[src/verilog/tmd_pkg.sv]
// Types and constants shared by the tape motion command decoder
package tmd_pkg;
  // Opcodes of the tape motion commands
  localparam logic [3:0] OP_READ = 4'h6;
  localparam logic [3:0] OP_UNLOAD = 4'h7;
  localparam logic [3:0] OP_DIAG = 4'h8;
  localparam logic [3:0] OP_SPACE = 4'h9;
  localparam logic [3:0] OP_POSITION = 4'hA;
  localparam logic [3:0] OP_WRITE = 4'hB;
  localparam logic [3:0] OP_ERASE = 4'hC;
  localparam logic [3:0] OP_HALT = 4'hD;

  // Bit positions inside the four-bit modifier (word bits 11, 10, 9, 8)
  localparam int MOD_STREAM = 3;
  localparam int MOD_REVERSE = 2;
  localparam int MOD_MARK = 1;
  localparam int ERASE_LEN_LSB = 0;
  localparam logic [1:0] ERASE_CONTINUOUS = 2'h3;

  // Base erase length, in length ticks reported by the deck
  localparam int ERASE_BASE_TICKS = 1024;

  // Reset values of the outputs
  localparam logic COMPLETE_RESET = 1'b1;
  localparam logic FLAG_RESET = 1'b0;

  typedef enum logic [7:0] {
    MK_NONE = 8'h01,
    MK_READ = 8'h02,
    MK_WRITE = 8'h04,
    MK_UNLOAD = 8'h08,
    MK_DIAG = 8'h10,
    MK_SPACE = 8'h20,
    MK_POSITION = 8'h40,
    MK_ERASE = 8'h80
  } tmd_kind_t;

  typedef enum logic [5:0] {
    ST_IDLE = 6'h01,
    ST_RAMP = 6'h02,
    ST_RUN = 6'h04,
    ST_SEEK = 6'h08,
    ST_HALT = 6'h10,
    ST_STOP = 6'h20
  } tmd_state_t;

  // Received command word: opcode on top, modifier below it
  typedef struct packed {
    logic [3:0] op;
    logic [3:0] modifier;
    logic [7:0] arg;
  } tmd_cmd_t;

  // What this drive supports
  typedef struct packed {
    logic start_stop;
    logic streaming;
    logic reverse;
    logic file_marks;
    logic position;
    logic internal_gap;
    logic diagnostics;
  } tmd_caps_t;

  // Events reported by the deck mechanics
  typedef struct packed {
    logic at_speed;
    logic gap_detect;
    logic gap_written;
    logic stopped;
    logic mark_reached;
    logic tape_limit;
    logic op_done;
    logic diag_fault;
    logic len_tick;
  } tmd_deck_t;

  // Motion request handed to the deck
  typedef struct packed {
    tmd_kind_t kind;
    logic reverse;
    logic streaming;
    logic file_mark;
    logic to_end_warning;
    logic continuous;
    logic stop;
  } tmd_motion_t;
endpackage : tmd_pkg
[src/verilog/tmd_decoder.sv]
// Tape motion command decoder and sequencer
// Function
// - Modifier bits 11-8 are interpreted according to the received opcode.
// - Opcode 0110 starts a read at the present tape position.
// - With internal gap detection, gap line rises as soon as gap seen.
// - Read completes once started, at speed and gap line valid.
// - Read or write runs until halt or another motion command.
// - Read bit 11 selects streaming; ignored on single-mode drives.
// - Read bit 10 selects reverse; unsupported reverse is invalid.
// - Opcode 0111 rewinds and unloads, then completes.
// - Opcode 1000 runs diagnostics; attention with completion marks a fault.
// - Opcode 1001 spaces to next gap, completes once stopped in it.
// - Space bit 11 goes to next file mark; invalid without file marks.
// - Space bit 10 selects reverse; invalid if reverse unsupported.
// - Opcode 1010 goes to end warning or start mark, then completes.
// - Opcode 1011 writes; gap line rises at speed with gap written.
// - Write completes at speed once gap line valid.
// - Write bit 11 streaming, bit 10 reverse; unsupported reverse invalid.
// - Write bit 9 records file mark and gap first; invalid if unsupported.
// - Opcode 1100 erases a fixed length from present position.
// - Erase bit 10 reverses; bits 9-8 give one, two, three lengths.
// - Continuous erase stops at tape end or begin, then completes.
// - Continuous erase takes precedence over a fixed length.
// - Every erase length code is accepted without error.
// - Any invalid command sets fault status bit 5 and raises attention.
// - Halt stops at next gap in start/stop, at once in streaming with the write gate closed.
module tmd_decoder
  import tmd_pkg::*;
#(
  parameter int ERASE_TICKS = ERASE_BASE_TICKS,
  parameter int ERASE_CNT_W = 16
) (
  // Clock, reset, enable
  input wire logic mclk,
  input wire logic rst_b,
  input wire logic clk_en,
  // Received command word
  input wire logic cmd_valid,
  input wire tmd_cmd_t cmd,
  // Drive capabilities
  input wire tmd_caps_t caps,
  // Deck events
  input wire tmd_deck_t deck,
  input wire logic write_gate,
  // Deck control reset of attention and faults
  input wire logic fault_clear,
  // Motion request
  output tmd_motion_t motion,
  // Indications to the controller
  output logic command_complete,
  output logic gap_found_line,
  output logic invalid_cmd_fault,
  output logic attention
);
  tmd_state_t state;
  tmd_kind_t d_kind;
  logic d_rev;
  logic d_stream;
  logic d_mark;
  logic d_ew;
  logic d_cont;
  logic d_bad;
  logic one_mode;
  logic is_halt;
  logic accept;
  logic start_motion;
  logic halt_now;
  logic erase_done;
  logic seek_hit;

  if (ERASE_TICKS < 1) begin : g_check
    $error("tmd_decoder: ERASE_TICKS must be at least one");
  end

  assign accept = clk_en && cmd_valid;
  assign is_halt = cmd.op == OP_HALT;
  assign one_mode = caps.streaming ^ caps.start_stop;
  assign start_motion = accept && d_kind != MK_NONE && !d_bad;

  // Decode of opcode and modifier
  always_comb begin
    d_kind = MK_NONE;
    d_rev = cmd.modifier[MOD_REVERSE];
    d_stream = one_mode ? caps.streaming : cmd.modifier[MOD_STREAM];
    d_mark = 1'b0;
    d_ew = 1'b0;
    d_cont = 1'b0;
    d_bad = 1'b0;
    unique case (cmd.op)
      OP_READ: begin
        d_kind = MK_READ;
        d_bad = (!caps.streaming && !caps.start_stop) || (d_rev && !caps.reverse);
      end
      OP_UNLOAD: begin
        d_kind = MK_UNLOAD;
        d_rev = 1'b0;
      end
      OP_DIAG: begin
        d_kind = MK_DIAG;
        d_rev = 1'b0;
        d_bad = !caps.diagnostics;
      end
      OP_SPACE: begin
        d_kind = MK_SPACE;
        d_mark = cmd.modifier[MOD_STREAM];
        d_bad = (d_mark && !caps.file_marks) || (d_rev && !caps.reverse);
      end
      OP_POSITION: begin
        d_kind = MK_POSITION;
        d_ew = cmd.modifier[MOD_REVERSE];
        d_rev = 1'b0;
        d_bad = !caps.position;
      end
      OP_WRITE: begin
        d_kind = MK_WRITE;
        d_mark = cmd.modifier[MOD_MARK];
        d_bad = (!caps.streaming && !caps.start_stop) || (d_rev && !caps.reverse) ||
                (d_mark && !caps.file_marks);
      end
      OP_ERASE: begin
        d_kind = MK_ERASE;
        d_cont = cmd.modifier[MOD_MARK:ERASE_LEN_LSB] == ERASE_CONTINUOUS;
        d_stream = 1'b0;
        d_bad = 1'b0;
      end
      default: begin
        d_rev = 1'b0;
      end
    endcase
  end

  // Streaming halt with the write gate closed stops at once
  assign halt_now = motion.streaming && !write_gate;

  // What ends the positioning phase of space, position and erase; unload and diagnostics end on op_done
  always_comb begin
    seek_hit = 1'b0;
    unique case (motion.kind)
      MK_SPACE: seek_hit = motion.file_mark ? deck.mark_reached : deck.gap_detect;
      MK_POSITION: seek_hit = deck.mark_reached;
      MK_ERASE: seek_hit = motion.continuous ? deck.tape_limit : erase_done;
      default: seek_hit = 1'b0;
    endcase
  end

  tmd_erase_meter #(
    .BASE_TICKS(ERASE_TICKS),
    .CNT_W(ERASE_CNT_W)
  ) u_meter (
    .mclk(mclk),
    .rst_b(rst_b),
    .clk_en(clk_en),
    .start(start_motion && d_kind == MK_ERASE),
    .mult(cmd.modifier[MOD_MARK:ERASE_LEN_LSB]),
    .tick(deck.len_tick),
    .done(erase_done)
  );

  // Sequencer state and motion request
  always_ff @(posedge mclk or negedge rst_b) begin
    if (!rst_b) begin
      state <= ST_IDLE;
      motion <= '{kind: MK_NONE, default: 1'b0};
    end else if (clk_en) begin
      if (start_motion) begin
        // A new motion command ends any read or write in progress
        motion <= '{kind: d_kind, reverse: d_rev, streaming: d_stream, file_mark: d_mark,
                    to_end_warning: d_ew, continuous: d_cont, stop: 1'b0};
        state <= (d_kind == MK_READ || d_kind == MK_WRITE) ? ST_RAMP : ST_SEEK;
      end else if (accept && is_halt && state != ST_IDLE && state != ST_STOP) begin
        if (state == ST_SEEK || halt_now) begin
          motion.stop <= 1'b1;
          state <= ST_STOP;
        end else begin
          state <= ST_HALT;
        end
      end else begin
        unique case (state)
          ST_IDLE: state <= ST_IDLE;
          ST_RAMP: begin
            if (deck.at_speed && (motion.kind == MK_READ || deck.gap_written)) begin
              state <= ST_RUN;
            end
          end
          ST_RUN: state <= ST_RUN;
          ST_SEEK: begin
            if ((motion.kind == MK_UNLOAD || motion.kind == MK_DIAG) && deck.op_done) begin
              state <= ST_IDLE;
              motion <= '{kind: MK_NONE, default: 1'b0};
            end else if (seek_hit) begin
              motion.stop <= 1'b1;
              state <= ST_STOP;
            end
          end
          ST_HALT: begin
            if (deck.gap_detect) begin
              motion.stop <= 1'b1;
              state <= ST_STOP;
            end
          end
          ST_STOP: begin
            if (deck.stopped) begin
              state <= ST_IDLE;
              motion <= '{kind: MK_NONE, default: 1'b0};
            end
          end
        endcase
      end
    end
  end

  // Command complete: dropped on a new command, raised when it finishes
  always_ff @(posedge mclk or negedge rst_b) begin
    if (!rst_b) begin
      command_complete <= COMPLETE_RESET;
    end else if (clk_en) begin
      if (accept && (is_halt || d_kind != MK_NONE)) begin
        // Invalid requests complete at once so the host can read status
        command_complete <= d_bad || (is_halt && (state == ST_IDLE || state == ST_STOP));
      end else if (state == ST_RAMP && deck.at_speed && (motion.kind == MK_READ || deck.gap_written)) begin
        command_complete <= 1'b1;
      end else if (state == ST_SEEK && (motion.kind == MK_UNLOAD || motion.kind == MK_DIAG) && deck.op_done) begin
        command_complete <= 1'b1;
      end else if (state == ST_STOP && deck.stopped) begin
        command_complete <= 1'b1;
      end
    end
  end

  // Gap found line: read follows the deck detector, write the written gap
  always_ff @(posedge mclk or negedge rst_b) begin
    if (!rst_b) begin
      gap_found_line <= FLAG_RESET;
    end else if (clk_en) begin
      if (state != ST_RAMP && state != ST_RUN && state != ST_HALT) begin
        gap_found_line <= 1'b0;
      end else if (motion.kind == MK_READ) begin
        gap_found_line <= caps.internal_gap && deck.at_speed && deck.gap_detect;
      end else begin
        gap_found_line <= deck.at_speed && deck.gap_written;
      end
    end
  end

  // Fault and attention; a new fault wins over a clear in the same cycle
  always_ff @(posedge mclk or negedge rst_b) begin
    if (!rst_b) begin
      invalid_cmd_fault <= FLAG_RESET;
      attention <= FLAG_RESET;
    end else if (clk_en) begin
      invalid_cmd_fault <= (accept && d_kind != MK_NONE && d_bad) || (invalid_cmd_fault && !fault_clear);
      attention <= (accept && d_kind != MK_NONE && d_bad) ||
                   (state == ST_SEEK && motion.kind == MK_DIAG && deck.op_done && deck.diag_fault) ||
                   (attention && !fault_clear);
    end
  end

  AST_OPCODE_FIELD: assert property (@(posedge mclk) disable iff (!rst_b)
    accept && cmd.op == OP_READ && !d_bad |=> motion.kind == MK_READ && state == ST_RAMP)
    else $error("read opcode not decoded from top bits");

  AST_READ_REVERSE: assert property (@(posedge mclk) disable iff (!rst_b)
    accept && cmd.op == OP_READ && cmd.modifier[MOD_REVERSE] && !caps.reverse
    |=> invalid_cmd_fault && attention && (motion.kind != MK_READ || $past(motion.kind) == MK_READ))
    else $error("unsupported reverse read not reported");

  AST_FAULT_ATTN: assert property (@(posedge mclk) disable iff (!rst_b)
    $rose(invalid_cmd_fault) |-> attention && command_complete)
    else $error("invalid command fault without attention");

  AST_RW_HOLD: assert property (@(posedge mclk) disable iff (!rst_b)
    state == ST_RUN && !cmd_valid |=> state == ST_RUN && motion.kind == $past(motion.kind))
    else $error("read or write ended without a command");

  AST_READ_COMPLETE: assert property (@(posedge mclk) disable iff (!rst_b)
    $rose(command_complete) && motion.kind == MK_READ |-> $past(deck.at_speed) && state == ST_RUN)
    else $error("read completed before reaching speed");

  AST_WRITE_GAP: assert property (@(posedge mclk) disable iff (!rst_b)
    clk_en && state == ST_RAMP && motion.kind == MK_WRITE && deck.at_speed && deck.gap_written && !cmd_valid
    |=> gap_found_line && command_complete)
    else $error("write gap or completion missing at speed");

  AST_SPACE_STOP: assert property (@(posedge mclk) disable iff (!rst_b)
    clk_en && state == ST_SEEK && motion.kind == MK_SPACE && !motion.file_mark && deck.gap_detect && !cmd_valid
    |=> state == ST_STOP && motion.stop && !command_complete)
    else $error("space did not stop at the gap");

  AST_CONT_ERASE: assert property (@(posedge mclk) disable iff (!rst_b)
    clk_en && state == ST_SEEK && motion.kind == MK_ERASE && motion.continuous && deck.tape_limit && !cmd_valid
    |=> state == ST_STOP && motion.stop && !command_complete)
    else $error("continuous erase ignored tape limit");

  AST_ERASE_NOERR: assert property (@(posedge mclk) disable iff (!rst_b)
    accept && cmd.op == OP_ERASE && !invalid_cmd_fault |=> !invalid_cmd_fault && motion.kind == MK_ERASE)
    else $error("erase length code reported invalid");

  AST_HALT_STREAM: assert property (@(posedge mclk) disable iff (!rst_b)
    accept && is_halt && state == ST_RUN && motion.streaming && !write_gate |=> state == ST_STOP && motion.stop)
    else $error("streaming halt did not stop at once");

  AST_STOP_DONE: assert property (@(posedge mclk) disable iff (!rst_b)
    clk_en && state == ST_STOP && deck.stopped && !cmd_valid
    |=> command_complete && state == ST_IDLE && motion.kind == MK_NONE)
    else $error("stopped tape did not complete");

  AST_SPACE_REVERSE: assert property (@(posedge mclk) disable iff (!rst_b)
    accept && cmd.op == OP_SPACE && cmd.modifier[MOD_REVERSE] && !caps.reverse
    |=> invalid_cmd_fault && attention && command_complete)
    else $error("unsupported reverse space not reported");

  AST_SPACE_MARK: assert property (@(posedge mclk) disable iff (!rst_b)
    accept && cmd.op == OP_SPACE && cmd.modifier[MOD_STREAM] && !caps.file_marks
    |=> invalid_cmd_fault && attention && command_complete)
    else $error("space to file mark without support not reported");

  AST_WRITE_REVERSE: assert property (@(posedge mclk) disable iff (!rst_b)
    accept && cmd.op == OP_WRITE && cmd.modifier[MOD_REVERSE] && !caps.reverse
    |=> invalid_cmd_fault && attention && command_complete)
    else $error("unsupported reverse write not reported");

  AST_WRITE_MARK: assert property (@(posedge mclk) disable iff (!rst_b)
    accept && cmd.op == OP_WRITE && cmd.modifier[MOD_MARK] && !caps.file_marks
    |=> invalid_cmd_fault && attention && command_complete)
    else $error("file mark write without support not reported");

  AST_READ_GAP: assert property (@(posedge mclk) disable iff (!rst_b)
    clk_en && state == ST_RUN && motion.kind == MK_READ && caps.internal_gap
    && deck.at_speed && deck.gap_detect && !cmd_valid |=> gap_found_line)
    else $error("read gap not shown on the gap line");

  AST_ERASE_CONT: assert property (@(posedge mclk) disable iff (!rst_b)
    accept && cmd.op == OP_ERASE && cmd.modifier[MOD_MARK:ERASE_LEN_LSB] == ERASE_CONTINUOUS
    |=> motion.kind == MK_ERASE && motion.continuous)
    else $error("erase code 11 not taken as continuous");

  AST_DIAG_FAULT: assert property (@(posedge mclk) disable iff (!rst_b)
    clk_en && state == ST_SEEK && motion.kind == MK_DIAG && deck.op_done && deck.diag_fault && !cmd_valid
    |=> command_complete && attention)
    else $error("diagnostic fault not flagged with completion");

  AST_HALT_GAP: assert property (@(posedge mclk) disable iff (!rst_b)
    clk_en && state == ST_HALT && deck.gap_detect && !cmd_valid |=> state == ST_STOP && motion.stop)
    else $error("start/stop halt did not stop at the gap");

  AST_FAULT_CLEAR: assert property (@(posedge mclk) disable iff (!rst_b)
    clk_en && fault_clear && !cmd_valid |=> !invalid_cmd_fault)
    else $error("fault status survived a clear");

  AST_POSITION_DIR: assert property (@(posedge mclk) disable iff (!rst_b)
    accept && cmd.op == OP_POSITION && caps.position
    |=> motion.kind == MK_POSITION && motion.to_end_warning == $past(cmd.modifier[MOD_REVERSE]))
    else $error("position target not taken from bit 10");
endmodule : tmd_decoder

[src/verilog/tmd_erase_meter.sv]
// Measures a fixed erase length as a multiple of the base length
module tmd_erase_meter
  import tmd_pkg::*;
#(
  parameter int BASE_TICKS = ERASE_BASE_TICKS,
  parameter int CNT_W = 16
) (
  // Clock and reset
  input wire logic mclk,
  input wire logic rst_b,
  input wire logic clk_en,
  // Control
  input wire logic start,
  input wire logic [1:0] mult,
  input wire logic tick,
  // Result
  output logic done
);
  logic [CNT_W-1:0] count;
  logic [CNT_W-1:0] target;
  logic running;

  if (BASE_TICKS < 1 || 3 * BASE_TICKS >= (1 << CNT_W)) begin : g_check
    $error("tmd_erase_meter: BASE_TICKS does not fit CNT_W");
  end

  // Code 00 is one base length, 01 two, 10 three
  always_ff @(posedge mclk or negedge rst_b) begin
    if (!rst_b) begin
      target <= '0;
    end else if (clk_en && start) begin
      target <= CNT_W'(BASE_TICKS * (int'(mult) + 1));
    end
  end

  always_ff @(posedge mclk or negedge rst_b) begin
    if (!rst_b) begin
      count <= '0;
      running <= 1'b0;
      done <= 1'b0;
    end else if (clk_en) begin
      if (start) begin
        count <= '0;
        running <= 1'b1;
        done <= 1'b0;
      end else if (running && count == target) begin
        running <= 1'b0;
        done <= 1'b1;
      end else if (running && tick) begin
        count <= count + CNT_W'(1);
      end
    end
  end
endmodule : tmd_erase_meter

[config.mk]
export PLATFORM = sky130hd
export DESIGN_NAME = tmd_decoder
export DESIGN_NICKNAME = d
export VERILOG_FILES = /design/src/verilog/tmd_pkg.sv /design/src/verilog/tmd_decoder.sv /design/src/verilog/tmd_erase_meter.sv
export SDC_FILE = /design/constraint.sdc
export NUM_CORES = 1
export LEC_CHECK = 0
export BUFFER_PORTS_ARGS = -buffer_cell sky130_fd_sc_hd__buf_2
export CAP_MARGIN = 25
export CORE_MARGIN = 3
export CORE_UTILIZATION = 59
export DETAILED_ROUTE_END_ITERATION = 12
export HOLD_SLACK_MARGIN = 0.1
export PLACE_DENSITY = 0.92
export SLEW_MARGIN = 20
export SYNTH_ARGS = -nofsm -noshare
export SYNTH_HDL_FRONTEND = slang
export SYNTH_SLANG_ARGS = --single-unit
[constraint.sdc]
create_clock -name mclk -period 6.01 [get_ports mclk]
set_input_delay 0.9015 -clock mclk [delete_from_list [all_inputs] [get_ports mclk]]
set_output_delay 0.9015 -clock mclk [all_outputs]
set_load 0.05 [all_outputs]
==> impl_results.md <==
* Status: completed
* Final period util at 41.6%
* RSZ-0062 raised after global routing: false
* H-Tree Depth at 2
* Synthesized area at approximately 2700 µm²
* R2R Path End: u_meter.count[12]
* DRC at 0
* CP Capture Type: register
* Slowest stage delay, CP at 0.36 ns
* Sequential cell fraction of total power at approximately 44%
* CTS clock-pin slew for the worst setup and hold paths at 0.09 ns
* Worst slack, placed at 3.21 ns
* CTS tree: done
* Yosys cell types at 55
* Area post-placement at between 2000 and 3000 µm²
* Cts bufs inserted at 5
* Die W at 73.7 µm
* Final Hold Vio Count at 0
* #FFs+latches synth at 45
* Half-perimeter wire length after placement at 4.71 mm
* R2R Setup Slk at 3.67 ns
* CP max FO at 17
* Starting Density at between 60% and 70%
* Fmax at 400 MHz
* Hold Slack at between 0.4 and 0.5 ns
* Post-synth ARST share at 100%
* Combinational share of power at a little over a third
* Max transition margin at about two fifths
* Kind of critical path: primary input to register
* Core ar. at 4200 µm²
* Final-report setup violation count at 0
* Final worst slack at roughly 3.5 ns
* Switching share of power at 40.3%
* Post-synth EDFFs at 0
* GRT Residual Overflow at 0
* Layout cells sized above 1 at 21.7%
* Pin count of the biggest net entering global routing at 46
* Vias per cell at around 6.4
* Top Ports at 56
* P_sw at approximately 390 µW
* CTS root buf: clkbuf_8
* CP Cell Sequence: buf_2, mux2_4, or3_1, and4_4, and2_4, o21ai_4, a22o_1
* Clk pwr share at 20.8%
* Post-CTS Hold Fix Bufs at 0
* Final Net Count at 373
* Slew at the pin closest to its max-slew limit at 0.901 ns
* Finished Cell Area at 3060 µm²
* Postcts setup bufs at 0
* R2R Path Start: u_meter.count[0]
* Syn Inst Count at 286
* Routability cong. at between 0.8 and 0.9
* Final TNS setup at 0 ns
* Initial antenna violation count at 0
* Clk Latency, worst-skew pair at 0.31 ns
* First-pass GRT wire length at just over 10 mm
* DR WL/cell at 16.8 µm
* Row count at 23
* Sequential fraction of the synthesis area at a little over two fifths
* Vias after detailed routing at between 2k and 2.5k
* Final ANT Viol Nets at 0
* Worst hold path class: primary input to asynchronous set/reset pin
* Worst setup SP type: primary input
* Pwr dens at around 310 nW/µm²
* Clk_skew at between 0.01 and 0.015 ns
* Worst path slowest cell: o21ai_4
* Total GRT Usage at between 20% and 30%
* DR iter-0 viols at just over 300
* Die H at around 74 µm
* Max-cap check violation count at 0
* Final core utilization at 72.9%
* Routed WL at 6.43 mm
* Yosys warning count at 0
* Shortest period the worst path allows at 2.50 ns
* Pleak at between 1 and 1.5 nW
* # port buffers at 47
* Mapped Nets at 328
* Peak supply drop at 0.000228 V
* Clock Sinks at between 40 and 50
* P_int at roughly 570 µW
* Max-slew violation count at 0
* Synthesis-to-finish area growth at 13.3%
* Post-synth top flop: dfrtp_1
* Worst Path Arrival at 2.75 ns
* Die area at 5430 µm²
* CP required at 6.26 ns
* Antenna diodes at 0
* DR pass1 iterations at 5
* Vias in the first global route at 2,162
* CTS Buffer Depth at 2
* Synth Area per Inst at 9.45 µm²
* Worst r2r path cells at 8
* Post-CTS Resized at 0
[power by group through the flow]
stage / Sequential (mW) / Clock (mW) / Combinational [mW]
3_3_place_gp: 0.417 / 0 / 0.325
4_1_cts: 0.416 / 0.200 / 0.339
6_report: 0.419 / 0.200 / 0.340
5_1_grt: 0.425 / 0.212 / 0.368
3_5_place_dp: 0.422 / 0 / 0.335
2_1_floorplan: 0.491 / 0 / 0.178
[cell families (layout without fill, tap and decap cells)]
logic type	count (synthesis)	count (layout)	share of synthesized area [%]
flops	45	45	41.8
compound gates	59	59	16.6
mux	7	7	2.96
fa+ha+maj	4	4	1.85
buf+inv	25	71	4.44
simple gates	122	122	24.5
xor+xnor	24	24	7.78
[how the worst max path moves through the flow]
| stage | from | endpoint | slack [ns] | cells after the start |
|---|---|---|---|---|
| after global routing | clk_en | u_meter.count[14] | 3.38 | 6 |
| final | cmd[13] | motion[4] | 3.51 | 7 |
| after global placement | cmd[13] | motion[4] | 3.22 | 7 |
| after floorplan | cmd[13] | motion[12] | 3.50 | 9 |
| after CTS | cmd[13] | motion[4] | 3.53 | 7 |
| after detailed placement | cmd[13] | motion[4] | 3.21 | 7 |
[flip-flops by register name, indices dropped and copies added, names as in the netlist, 3 cells and up]
signal,cells
motion,14
u_meter.count,16
state,6
u_meter.target,3
[cell usage in the layout, fill, tap and decap left out, types with 6 or more instances in the layout]
master    count
a21oi_1       6
nand3_1      12
dfrtp_1      42
nand2_1      25
inv_1        14
buf_2        47
nor2b_1       7
o21ai_0      12
nor2_1       29
xor2_1       20
nand4_1       8
clkbuf_8      6
[layout make-up]
| type | instances | area, µm² |
|---|---|---|
| Clock buffer | 6 | 82.6 |
| Clock inverter | 2 | 13.8 |
| Fill cell | 309 | 1140 |
| Inverter | 14 | 52.6 |
| Multi-Input combinational cell | 216 | 1460 |
| Sequential cell | 45 | 1130 |
| Tap cell | 50 | 62.6 |
| Timing Repair Buffer | 49 | 263 |
[per-stage QoR]
| step | total power [mW] | std cells |
|---|---|---|
| 4_1_cts | 0.955 | 381 |
| 5_1_grt | 1.00 | 382 |
| 3_3_place_gp | 0.743 | 373 |
| 6_report | 0.959 | 382 |
| 3_5_place_dp | 0.757 | 373 |
| 2_1_floorplan | 0.669 | 286 |
[cell usage after synthesis, drive strengths merged, types with 5 or more instances]
cell    count  area, µm²
dfrtp      42       1050
nor2       29        109
nand2      25       93.8
xor2       20        175
inv        14       52.6
o21ai      13       76.3
nand3      12       60.1
nand4       8       50.1
nor2b       7       43.8
a21oi       6       30.0
a22o        6       53.8
clkbuf      6       23.8
nor3        6       30.0
buf         5       43.8
mux2        5       60.1
nand2b      5       31.3
[critical path, delay by kind of cell]
family / cells / cell delay (ns)
AND/OR/NAND/NOR: 3 / 0.68
multiplexers: 1 / 0.32
buffers and inverters: 1 / 0.27
AO/OA/AOI/OAI: 2 / 0.57
[routing by layer]
layer  GRT usage [%]  up-vias  part of all wire, %  routed length [µm]
met5               0        -                    0                   0
met3            4.92       19                  9.2                 594
met2            36.7      137                   46                2940
li1                -     1130                    -                   -
met1            35.7     1169                   43                2750
met4            8.65        0                  2.3                 148
Note: power is estimated with default switching activity, not from simulation.
